File: src/core/mss_pkg.sv
// package of constants and types for the motor start and stall supervisor
package mss_pkg;
   localparam int unsigned CLK_HZ        = 125_000_000;
   localparam int unsigned DET_WIN_MS    = 10;
   localparam int unsigned DET_WIN_CYC   = (CLK_HZ / 1000) * DET_WIN_MS;
   localparam int unsigned TICK_US       = 1000;
   localparam int unsigned TICK_CYC      = (CLK_HZ / 1_000_000) * TICK_US;
   localparam logic [7:0] ADR_CTRL       = 8'h00;
   localparam logic [7:0] ADR_START_T    = 8'h04;
   localparam logic [7:0] ADR_STALL_HOT  = 8'h08;
   localparam logic [7:0] ADR_STALL_COLD = 8'h0c;
   localparam logic [7:0] ADR_NOLOAD     = 8'h10;
   localparam logic [7:0] ADR_DETECT     = 8'h14;
   localparam logic [7:0] ADR_NOM_START  = 8'h18;
   localparam logic [7:0] ADR_STATUS     = 8'h1c;
   localparam logic [7:0] ADR_IRQ_STAT   = 8'h20;
   localparam logic [7:0] ADR_IRQ_MASK   = 8'h24;
   localparam logic [7:0] ADR_ELAPSED    = 8'h28;
   localparam int unsigned CTRL_INV_BIT  = 0;
   localparam int unsigned CTRL_AUTO_BIT = 1;
   localparam int unsigned CTRL_SPD_EN   = 2;
   localparam int unsigned CTRL_SPD_SEL  = 3;
   localparam int unsigned CTRL_METH_LO  = 5;
   localparam int unsigned CTRL_STALLMON = 7;
   localparam logic [31:0] CTRL_RST      = 32'h0000_0000;
   localparam logic [15:0] START_T_RST   = 16'h2710;
   localparam logic [15:0] STALL_T_RST   = 16'h3a98;
   localparam logic [15:0] NOLOAD_RST    = 16'h0020;
   localparam logic [15:0] DETECT_RST    = 16'h0180;
   localparam logic [15:0] NOM_START_RST = 16'h0600;
   localparam int unsigned EV_START      = 0;
   localparam int unsigned EV_TRIP_START = 1;
   localparam int unsigned EV_TRIP_STALL = 2;
   localparam int unsigned EV_STALL      = 3;
   localparam int unsigned NEV           = 4;

   typedef enum logic [1:0] {
      MSS_DOL = 2'h0, MSS_STAR_DELTA = 2'h1, MSS_SOFT = 2'h2
   } mss_method_e;

   typedef enum logic [3:0] {
      ST_STOPPED = 4'h1, ST_STARTING = 4'h2, ST_RUNNING = 4'h4,
      ST_TRIPPED = 4'h8
   } mss_state_e;

   typedef struct packed {
      logic [15:0] i_meas;
      logic        valid;
   } mss_cur_s;

   typedef struct packed {
      logic [15:0] stall_hot;
      logic [15:0] stall_cold;
      logic        hot;
   } mss_therm_s;
endpackage : mss_pkg

File: src/core/mss_supervisor.sv
// motor start and locked rotor supervisor with wishbone registers
`timescale 1ns/1ps
module mss_supervisor #(
   parameter int unsigned TICK_CYCLES = mss_pkg::TICK_CYC,
   parameter int unsigned DET_CYCLES  = mss_pkg::DET_WIN_CYC
) (
   input  wire logic              clk_i,
   input  wire logic              rst_i,
   input  wire logic              wb_cyc_i,
   input  wire logic              wb_stb_i,
   input  wire logic              wb_we_i,
   input  wire logic [7:0]        wb_adr_i,
   input  wire logic [31:0]       wb_dat_i,
   input  wire logic [3:0]        wb_sel_i,
   output logic      [31:0]       wb_dat_o,
   output logic                   wb_ack_o,
   input  wire mss_pkg::mss_cur_s   cur_i,
   input  wire mss_pkg::mss_therm_s therm_i,
   input  wire logic [1:0]        speed_sw_i,
   output logic                   trip_o,
   output logic                   starting_o,
   output logic                   irq_o
);
   import mss_pkg::*;

   initial begin
      if (TICK_CYCLES < 2 || DET_CYCLES < 2) begin
         $error("mss_supervisor: tick and window must be at least 2");
      end
   end

   // registers
   logic [31:0] ctrl_q;
   logic [15:0] start_t_q, hot_t_q, cold_t_q, noload_q, detect_q, nom_q;
   logic [NEV-1:0] ist_q, imask_q;
   mss_state_e  state_q;
   logic [15:0] elapsed_q;
   logic [47:0] acc_q;
   logic [1:0]  spd_s1_q, spd_s2_q;
   logic [31:0] tick_cnt_q, det_cnt_q;
   logic        tick_q, det_arm_q, stall_q;
   logic [NEV-1:0] ev;

   wire wb_req = wb_cyc_i && wb_stb_i && !wb_ack_o;
   wire wb_wr  = wb_req && wb_we_i;

   // bus slave answers one cycle after the request
   always_ff @(posedge clk_i) begin
      if (rst_i) begin
         wb_ack_o <= 1'b0;
         wb_dat_o <= 32'h0000_0000;
      end else begin
         wb_ack_o <= wb_req;
         if (wb_req && !wb_we_i) begin
            case (wb_adr_i)
               ADR_CTRL:       wb_dat_o <= ctrl_q;
               ADR_START_T:    wb_dat_o <= {16'h0000, start_t_q};
               ADR_STALL_HOT:  wb_dat_o <= {16'h0000, hot_t_q};
               ADR_STALL_COLD: wb_dat_o <= {16'h0000, cold_t_q};
               ADR_NOLOAD:     wb_dat_o <= {16'h0000, noload_q};
               ADR_DETECT:     wb_dat_o <= {16'h0000, detect_q};
               ADR_NOM_START:  wb_dat_o <= {16'h0000, nom_q};
               ADR_STATUS:     wb_dat_o <= {24'h000000, stall_q,
                                  spd_s2_q, trip_o, state_q};
               ADR_IRQ_STAT:   wb_dat_o <= {28'h0000000, ist_q};
               ADR_IRQ_MASK:   wb_dat_o <= {28'h0000000, imask_q};
               ADR_ELAPSED:    wb_dat_o <= {16'h0000, elapsed_q};
               default:        wb_dat_o <= 32'h0000_0000;
            endcase
         end
      end
   end

   // byte-lane writes of the setting registers
   function automatic logic [15:0] wr16(input logic [15:0] old,
                                        input logic [31:0] d,
                                        input logic [3:0]  s);
      logic [15:0] r;
      r = old;
      if (s[0]) r[7:0] = d[7:0];
      if (s[1]) r[15:8] = d[15:8];
      return r;
   endfunction : wr16

   always_ff @(posedge clk_i) begin
      if (rst_i) begin
         ctrl_q    <= CTRL_RST;
         start_t_q <= START_T_RST;
         hot_t_q   <= STALL_T_RST;
         cold_t_q  <= STALL_T_RST;
         noload_q  <= NOLOAD_RST;
         detect_q  <= DETECT_RST;
         nom_q     <= NOM_START_RST;
         imask_q   <= '0;
      end else if (wb_wr) begin
         case (wb_adr_i)
            ADR_CTRL: begin
               for (int b = 0; b < 4; b++) begin
                  if (wb_sel_i[b]) ctrl_q[8*b +: 8] <= wb_dat_i[8*b +: 8];
               end
            end
            ADR_START_T:    start_t_q <= wr16(start_t_q, wb_dat_i, wb_sel_i);
            ADR_STALL_HOT:  hot_t_q   <= wr16(hot_t_q, wb_dat_i, wb_sel_i);
            ADR_STALL_COLD: cold_t_q  <= wr16(cold_t_q, wb_dat_i, wb_sel_i);
            ADR_NOLOAD:     noload_q  <= wr16(noload_q, wb_dat_i, wb_sel_i);
            ADR_DETECT:     detect_q  <= wr16(detect_q, wb_dat_i, wb_sel_i);
            ADR_NOM_START:  nom_q     <= wr16(nom_q, wb_dat_i, wb_sel_i);
            ADR_IRQ_MASK: begin
               if (wb_sel_i[0]) imask_q <= wb_dat_i[NEV-1:0];
            end
            default: ;
         endcase
      end
   end

   wire inv_mode  = ctrl_q[CTRL_INV_BIT];
   wire auto_st   = ctrl_q[CTRL_AUTO_BIT];
   wire spd_en    = ctrl_q[CTRL_SPD_EN];
   wire spd_sel   = ctrl_q[CTRL_SPD_SEL];
   wire stall_mon = ctrl_q[CTRL_STALLMON];
   wire mss_method_e meth = mss_method_e'(ctrl_q[CTRL_METH_LO +: 2]);

   // speed switch inputs come from pins
   always_ff @(posedge clk_i) begin
      if (rst_i) begin
         spd_s1_q <= 2'h0;
         spd_s2_q <= 2'h0;
      end else begin
         spd_s1_q <= speed_sw_i;
         spd_s2_q <= spd_s1_q;
      end
   end
   wire rotating = spd_en && spd_s2_q[spd_sel];

   // stall time follows the thermal state when tracking is on
   wire [15:0] safe_stall = !auto_st ? hot_t_q :
                            therm_i.hot ? therm_i.stall_hot :
                            therm_i.stall_cold;
   wire [15:0] max_start = auto_st ? safe_stall : start_t_q;

   wire [15:0] i_now  = cur_i.i_meas;
   wire above_noload  = i_now > noload_q;
   wire above_detect  = i_now > detect_q;

   // millisecond time base
   always_ff @(posedge clk_i) begin
      if (rst_i) begin
         tick_cnt_q <= 32'h0;
         tick_q     <= 1'b0;
      end else if (tick_cnt_q == TICK_CYCLES - 1) begin
         tick_cnt_q <= 32'h0;
         tick_q     <= 1'b1;
      end else begin
         tick_cnt_q <= tick_cnt_q + 32'h1;
         tick_q     <= 1'b0;
      end
   end

   // detection window opens when current leaves the no-load band
   always_ff @(posedge clk_i) begin
      if (rst_i) begin
         det_arm_q <= 1'b0;
         det_cnt_q <= 32'h0;
      end else if (state_q != ST_STOPPED || !above_noload) begin
         det_arm_q <= 1'b0;
         det_cnt_q <= 32'h0;
      end else if (!det_arm_q) begin
         det_arm_q <= 1'b1;
         det_cnt_q <= 32'h0;
      end else if (det_cnt_q < DET_CYCLES) begin
         det_cnt_q <= det_cnt_q + 32'h1;
      end
   end
   // a slow rise never counts as a start; soft start skips the window
   wire start_det = state_q == ST_STOPPED && cur_i.valid && above_detect &&
                    (meth == MSS_SOFT ||
                     (det_arm_q && det_cnt_q < DET_CYCLES));

   // i2t allowance: nominal start current squared times allowed time;
   // lower current accumulates slower so the start may last longer
   wire [31:0] i_sq      = i_now * i_now;
   wire [31:0] nom_sq    = nom_q * nom_q;
   wire [47:0] allowance = nom_sq * max_start;
   wire        sup_run   = state_q == ST_STARTING || stall_q;
   wire        over_def  = elapsed_q >= max_start;
   wire        over_inv  = acc_q > allowance;
   wire        over_lim  = inv_mode ? over_inv : over_def;
   wire        over_safe = elapsed_q >= safe_stall;
   wire        trip_now  = sup_run &&
                           ((over_lim && !rotating) ||
                            (rotating && over_safe));
   wire        cond_end  = !above_noload || !cur_i.valid;
   wire        stall_in  = stall_mon && state_q == ST_RUNNING &&
                           i_now > nom_q;

   always_ff @(posedge clk_i) begin
      if (rst_i) begin
         elapsed_q <= 16'h0;
         acc_q     <= 48'h0;
      end else if (!sup_run) begin
         elapsed_q <= 16'h0;
         acc_q     <= 48'h0;
      end else if (tick_q) begin
         if (elapsed_q != 16'hffff) elapsed_q <= elapsed_q + 16'h1;
         if (!acc_q[47]) acc_q <= acc_q + {16'h0, i_sq};
      end
   end

   // supervision state machine
   always_ff @(posedge clk_i) begin
      if (rst_i) begin
         state_q <= ST_STOPPED;
         stall_q <= 1'b0;
         trip_o  <= 1'b0;
      end else begin
         case (state_q)
            ST_STOPPED: begin
               stall_q <= 1'b0;
               if (start_det) state_q <= ST_STARTING;
               // only a rise that missed the window counts as running
               else if (above_noload && det_arm_q &&
                        det_cnt_q >= DET_CYCLES) state_q <= ST_RUNNING;
            end
            ST_STARTING: begin
               if (trip_now) begin
                  state_q <= ST_TRIPPED;
                  trip_o  <= 1'b1;
               end else if (cond_end) state_q <= ST_STOPPED;
               else if (i_now <= nom_q) state_q <= ST_RUNNING;
            end
            ST_RUNNING: begin
               if (cond_end) begin
                  state_q <= ST_STOPPED;
                  stall_q <= 1'b0;
               end else if (trip_now) begin
                  state_q <= ST_TRIPPED;
                  trip_o  <= 1'b1;
               end else begin
                  stall_q <= stall_in;
               end
            end
            ST_TRIPPED: begin
               // held until the current falls to no-load or below, or the measurement goes invalid
               if (cond_end) begin
                  state_q <= ST_STOPPED;
                  trip_o  <= 1'b0;
                  stall_q <= 1'b0;
               end
            end
            default: begin
               state_q <= ST_STOPPED;
               trip_o  <= 1'b0;
            end
         endcase
      end
   end

   always_ff @(posedge clk_i) begin
      if (rst_i) starting_o <= 1'b0;
      else starting_o <= state_q == ST_STARTING;
   end

   // events and interrupt; a new event wins over a clear
   always_comb begin
      ev = '0;
      ev[EV_START]      = start_det;
      ev[EV_TRIP_START] = trip_now && state_q == ST_STARTING;
      ev[EV_TRIP_STALL] = trip_now && state_q == ST_RUNNING;
      ev[EV_STALL]      = stall_in && !stall_q && state_q == ST_RUNNING;
   end

   always_ff @(posedge clk_i) begin
      if (rst_i) begin
         ist_q <= '0;
      end else begin
         if (wb_wr && wb_adr_i == ADR_IRQ_STAT && wb_sel_i[0])
            ist_q <= (ist_q & ~wb_dat_i[NEV-1:0]) | ev;
         else
            ist_q <= ist_q | ev;
      end
   end

   always_ff @(posedge clk_i) begin
      if (rst_i) irq_o <= 1'b0;
      else irq_o <= |(ist_q & imask_q);
   end
endmodule : mss_supervisor

File: config.mk
export PLATFORM = sky130hd
export DESIGN_NAME = mss_supervisor
export DESIGN_NICKNAME = d
export VERILOG_FILES = /design/src/core/mss_pkg.sv /design/src/core/mss_supervisor.sv
export SDC_FILE = /design/constraint.sdc
export NUM_CORES = 2
export LEC_CHECK = 0
export BUFFER_PORTS_ARGS = -buffer_cell sky130_fd_sc_hd__buf_4
export CORE_UTILIZATION = 60
export CTS_BUF_LIST = sky130_fd_sc_hd__clkbuf_8
export CTS_CLUSTER_DIAMETER = 100
export DETAILED_ROUTE_END_ITERATION = 12
export GPL_TIMING_DRIVEN = 0
export HOLD_SLACK_MARGIN = 0.15
export PLACE_DENSITY = 0.81
export SKIP_LAST_GASP = 1
export SLEW_MARGIN = 40
export SYNTH_ARGS = -nofsm -noshare
export SYNTH_HDL_FRONTEND = slang
export SYNTH_SLANG_ARGS = --single-unit
File: constraint.sdc
create_clock -name clk_i -period 36.4 [get_ports clk_i]
set_input_delay 10.92 -clock clk_i [delete_from_list [all_inputs] [get_ports clk_i]]
set_output_delay 10.92 -clock clk_i [all_outputs]
set_load 0.005 [all_outputs]
# After elaboration in Yosys (flattened, before gate mapping)

Cells that the tools add are included.
Widths: inputs -> output; s select.

Add/sub/neg operators: 4
Multiply operators: 3
$lt $le $gt $ge: 10
Equality and inequality tests: 24
Muxes and demuxes: 27
Bitwise gates (word level): 9
Reduce and logical (&&, ||, !) cells: 61

Operators by type and width:

| kind                  | count |
|---|---|
| $pmux 32 s11          | 1 |
| $add 32x1->32 const B | 2 |
| $mul 16x16->32        | 2 |
| $reduce_and 3->1      | 19 |
| $add 48x32->48        | 1 |
| $gt 16x16->1          | 3 |
| $gt 48x48->1          | 1 |
| $mul 32x16->48        | 1 |
| $mux 16               | 3 |
| $mux 48               | 1 |
| $mux 4                | 9 |
| $eq 32x17->1 const B  | 1 |
| $eq 8x5->1 const B    | 4 |
| $ge 16x16->1          | 2 |
| $ge 32x21->1 const B  | 1 |
| $lt 32x21->1 const B  | 1 |
| $eq 8x6->1 const B    | 3 |
| $logic_and 1x1->1     | 22 |
| $add 16x1->16 const B | 1 |
| $eq 8x4->1 const B    | 2 |
| $le 16x16->1          | 1 |
| $ne 16x16->1 const B  | 1 |
| $pmux 4 s4            | 1 |
| $mux 1                | 10 |
| other kinds (27)      | 45 |

Register bits after elaboration: 311
Bits of input ports: 101

# Longest topological paths before layout

Depth in word-level cells: 12
Depth in mapped cells: 59
Depth with buffers taken out: 57

# Worst setup path before layout

Ideal clock, no wire load.

Path kind: input -> register
Start point: input port therm_i[0] (netlist name)
End point: register state_q[3]
Setup time: 91 ps
Data arrival time: 20768 ps
Setup slack: 15542 ps
Stages: 38
Buffers on the path: 4
Cell sequence: clkbuf_1 clkbuf_1 mux2i_1 nand2_1 o21a_1 clkbuf_1 buf_1 nand2_1 fa_1 fa_1 fa_1 inv_1 fa_1 inv_1 fa_1 inv_1 fa_1 ha_1 [... 2 more ...] a211oi_1 o21ai_0 o211a_1 o21ai_0 a31oi_1 nand2b_1 o211a_1 a311o_1 ha_1 nand4_1 nor4_1 or3b_1 a31oi_1 a211oi_1 or4b_4 a311oi_4 nand2_1 a311oi_1

Word-level cells in the longest chain between the ends: 11
Elaborated cells between the ends (all ways): 17
Those cells by class: mul: 1; order compare: 3; eq/ne: 2; mux: 6; reduce/logical: 5

RTL lines:

| what                                                            | line                  | source |
|---|---|---|
| start, declared                                                 | mss_supervisor.sv:18  | `input wire mss_pkg::mss_therm_s therm_i,` |
| $mux 16 (*)                                                     | mss_supervisor.sv:137 | `therm_i.hot ? therm_i.stall_hot :` |
| $mux 16 (*)                                                     | mss_supervisor.sv:136 | `wire [15:0] safe_stall = !auto_st ? hot_t_q :` |
| $mux 16                                                         | mss_supervisor.sv:139 | `wire [15:0] max_start = auto_st ? safe_stall : start_t_q;` |
| $mul 32x16->48                                                  | mss_supervisor.sv:183 | `wire [47:0] allowance = nom_sq * max_start;` |
| $gt 48x48->1                                                    | mss_supervisor.sv:186 | `wire over_inv = acc_q > allowance;` |
| $mux 1                                                          | mss_supervisor.sv:187 | `wire over_lim = inv_mode ? over_inv : over_def;` |
| $logic_and 1x1->1                                               | mss_supervisor.sv:190 | `((over_lim && !rotating) \|\|` |
| $logic_or 1x1->1 (*)                                            | mss_supervisor.sv:190 |  |
| $logic_and 1x1->1 (*)                                           | mss_supervisor.sv:189 | `wire trip_now = sup_run &&` |
| $ne 4x4->1 (no source line), or another cell as far along       | -                     |  |
| $reduce_and 4->1 (no source line) or $pmux 4 s4 (tied branches) | -                     |  |
| end signal, assigned                                            | mss_supervisor.sv:212 | `state_q <= ST_STOPPED;` |
| end signal, assigned                                            | mss_supervisor.sv:219 | `if (start_det) state_q <= ST_STARTING;` |
| end signal, assigned                                            | mss_supervisor.sv:226 | `state_q <= ST_TRIPPED;` |
| end, declared                                                   | mss_supervisor.sv:36  | `mss_state_e state_q;` |

Mark *: on every way between the ends. The rest lies on a longest branch, timed or not.
A chain may end at the register's enable or synchronous reset.

# Worst setup path after layout

Ends and elaborated chain as after synthesis.

==> qor.yml <==
floorplan:
  io_pins: 137
  rows: 102
  dieWidth_um: 283
  die_h_um: 283
  fp.dieArea_um2: 80100
  core_area_um2: 77800
  initial_core_util: 0.609
clock_tree:
  cts_setup_buffers: 0
  cts_tree: "built"
  cts_max_level: 2
  cts_hold_buf: 0
  insertion_delay_ps: 670
  cts.path.max_buffers: 3
  cts_sinks: 311
  cts_buffers: 52
  cts_resized: 0
  cts.clk_slew.worst_paths_ps: 70
  cts_root_buf: "clkbuf_8"
route:
  vias_per_cell: 5.96
  vias: 40900
  wl_um: 147000
  post-route-drc-count: 0
  top_layer: "met5"
  drt_first_pass_iters: 6
  drt-met1-wl_um: 55100
  ant_nets: 0
  dr_wl_met3_um: 15300
  wl_met2_um: 67200
  routedWlPerCell_um: 21.5
  drtIter0Drc: 3858
critical_path:
  start_kind: "primary input"
  r2r_cells: 52
  critPathSlowestCell: "clkbuf_1"
  reg2reg_from: "nom_q[10]"
  regToRegSetupSlack_ps: 18170
  critPathBufInv: 8
  cp.arrival_ps: 23990
  crit_path_frequent_cell: "fa_1"
  crit_type: "in -> reg"
  critical-path-top-delay-family: "compound AO/OA/AOI/OAI gates"
  reg2reg_to: "state_q[3]"
  cp.required_ps: 36950
  worstSetupEndpointType: "flip-flop"
  max_stage_delay_ps: 710
  crit_fanout: 10
logic_synthesis:
  synth_cell_types: 76
  syn_area_per_cell_um2: 8.47
  synthesis.area_um2: 47400
  synth_nets: 6921
  yosysSeqAreaShare: 0.131
  yosysWarnings: 0
  async_flop_share: 0
  synth_flop_cell: "dfxtp_1"
  synthCells: 5593
  ys_ff_latch: 311
  synth-edff-count: 0
place:
  place.gp.congestion: 1.02
  post-dp-hpwl_um: 120000
  placedCellCount: 6766
  portBuffers: 129
  place_area_um2: 49900
  place_ws_ps: 12570
timing:
  min_period_ps: 23430
  drv_slew: 0
  post-route-period-util: 0.644
  setup_viol: 0
  finalHoldViolations: 0
  fin_skew_ps: 49.6
  slew_headroom: 0.345
  worst_slack_ps: 12970
  fin_setup_tns_ps: 0
  fmax_ghz: 0.0427
  worst_pin_slew_ps: 983
  rsz0062_at_grt: "false"
  hold_slack_ps: 441
hold_path:
  hp-start: "spd_s1_q[0]"
  holdPathStages: 1
  min_path_type: "reg -> reg"
  worstHoldEndpoint: "spd_s2_q[0]"
power_and_ir_drop:
  p_leak_nw: 24.8
  ir_drop_mv: 0.110
  finalPower_mw: 1.58
  power_density_nw_per_um2: 30.9
cells_and_area:
  stdcell_area_um2: 51100
  nets: 7110
  fin_cells: 6869
  layout-drive-gt1-share: 0.0544
  area_growth_syn_to_layout_pct: 7.93
  fin_util: 0.657
global_route:
  grt_pass1_vias: 41900
  grt_overflow: 0
  grt_max_degree: 16
  grt_antenna_before_repair: 7
  track_usage: 0.373
  grt_first_pass_wirelength_um: 231000
job:
  maxCapViolations: 0
run_status:
  status: "finished clean"
==> flip-flops by register name (all words and copies together), names as in the netlist, 32 cells and up <==
register,flops
det_cnt_q,32
wb_dat_o,32
ctrl_q,32
acc_q,48
tick_cnt_q,32
==> cells in the final DEF, fill, tap and decap left out, types with 16 or more instances in the layout <==
master / count
clkbuf_1: 192
buf_4: 133
o21a_1: 36
nor2_1: 427
nor2b_1: 39
clkbuf_2: 16
nand2_1: 761
nand2b_1: 38
inv_1: 1057
a31oi_1: 42
a22oi_1: 20
and3_1: 45
fa_1: 757
dfxtp_1: 311
clkbuf_8: 68
nand4_1: 50
a211o_1: 21
a221oi_1: 18
o21ai_0: 104
nand3_1: 76
a21oi_1: 266
mux2i_1: 73
xor2_1: 77
a211oi_1: 30
ha_1: 470
a21o_1: 111
or2_2: 19
and2_1: 109
nor3_1: 54
and4_1: 18
xnor2_1: 92
buf_1: 17
or3_1: 17
nand3b_1: 18
==> Yosys cell counts, drive strengths merged, types with 21 or more instances <==
| library cell | n | share of area |
|---|---|---|
| a211o | 22 | 0.0041 |
| a211oi | 31 | 0.0049 |
| a21o | 112 | 0.018 |
| a21oi | 266 | 0.028 |
| a31oi | 43 | 0.0057 |
| and2 | 110 | 0.015 |
| and3 | 45 | 0.0059 |
| clkbuf | 207 | 0.016 |
| dfxtp | 311 | 0.13 |
| fa | 757 | 0.32 |
| ha | 470 | 0.12 |
| inv | 1043 | 0.083 |
| mux2i | 74 | 0.016 |
| nand2 | 761 | 0.060 |
| nand2b | 38 | 0.0050 |
| nand3 | 76 | 0.0080 |
| nand4 | 50 | 0.0066 |
| nor2 | 431 | 0.034 |
| nor2b | 39 | 0.0051 |
| nor3 | 60 | 0.0063 |
| o21a | 36 | 0.0057 |
| o21ai | 111 | 0.012 |
| or2 | 21 | 0.0028 |
| xnor2 | 105 | 0.019 |
| xor2 | 82 | 0.015 |
==> power breakdown <==
group	total [mW]	internal (mW)	switching [mW]
Sequential	0.346	0.343	0.00351
Clock	0.349	0.190	0.158
Combinational	0.885	0.377	0.508
Total	1.58	0.910	0.670
==> layout make-up <==
cell class	count	area (um^2)
Timing Repair Buffer	135	1020
Antenna cell	4	10.0
Tap cell	1040	1300
Buffer	227	882
Clock inverter	29	226
Clock buffer	68	936
Fill cell	6516	26700
Sequential cell	311	6230
Multi-Input combinational cell	4003	36600
Inverter	1052	3950
==> logic make-up (layout without fill, tap and decap cells) <==
kind of cell               Yosys count  after routing  synth area share
adders and majority gates         1227           1227             0.444
AOI/OAI and AO/OA                  786            786             0.108
buffers and inverters             1279           1511             0.102
DFF                                311            311             0.131
and+or+nand+nor                   1721           1721             0.163
other                                0              4                 0
muxes                               82             82            0.0175
xor gates and xnor gates           187            187            0.0346
==> worst register-to-register path, delay by kind of cell, from the launching register on <==
| kind | cells | cell delay [ps] |
|---|---|---|
| and+or+nand+nor | 11 | 3270 |
| muxes | 1 | 660 |
| adders and majority gates | 15 | 6980 |
| DFF | 1 | 330 |
| AOI/OAI and AO/OA | 14 | 4740 |
| xor gates and xnor gates | 2 | 340 |
| buffers and inverters | 9 | 1760 |
==> worst max-delay path by stage <==
stage	from	endpoint	cells past startpoint
floorplan	therm_i[0]	state_q[3]	38
finish	therm_i[0]	state_q[3]	39
CTS	therm_i[0]	state_q[3]	39
global route	therm_i[0]	state_q[3]	39
global placement	therm_i[0]	stall_q	38
detailed placement	therm_i[0]	state_q[3]	39
==> metal layers <==
layer  vias up  track usage
met2      2198        0.602
met4         6        0.206
met1     20000        0.460
met3       610       0.0891
met5         -            0
li1      18100            -
No activity file was read; power rests on OpenSTA's default activity.
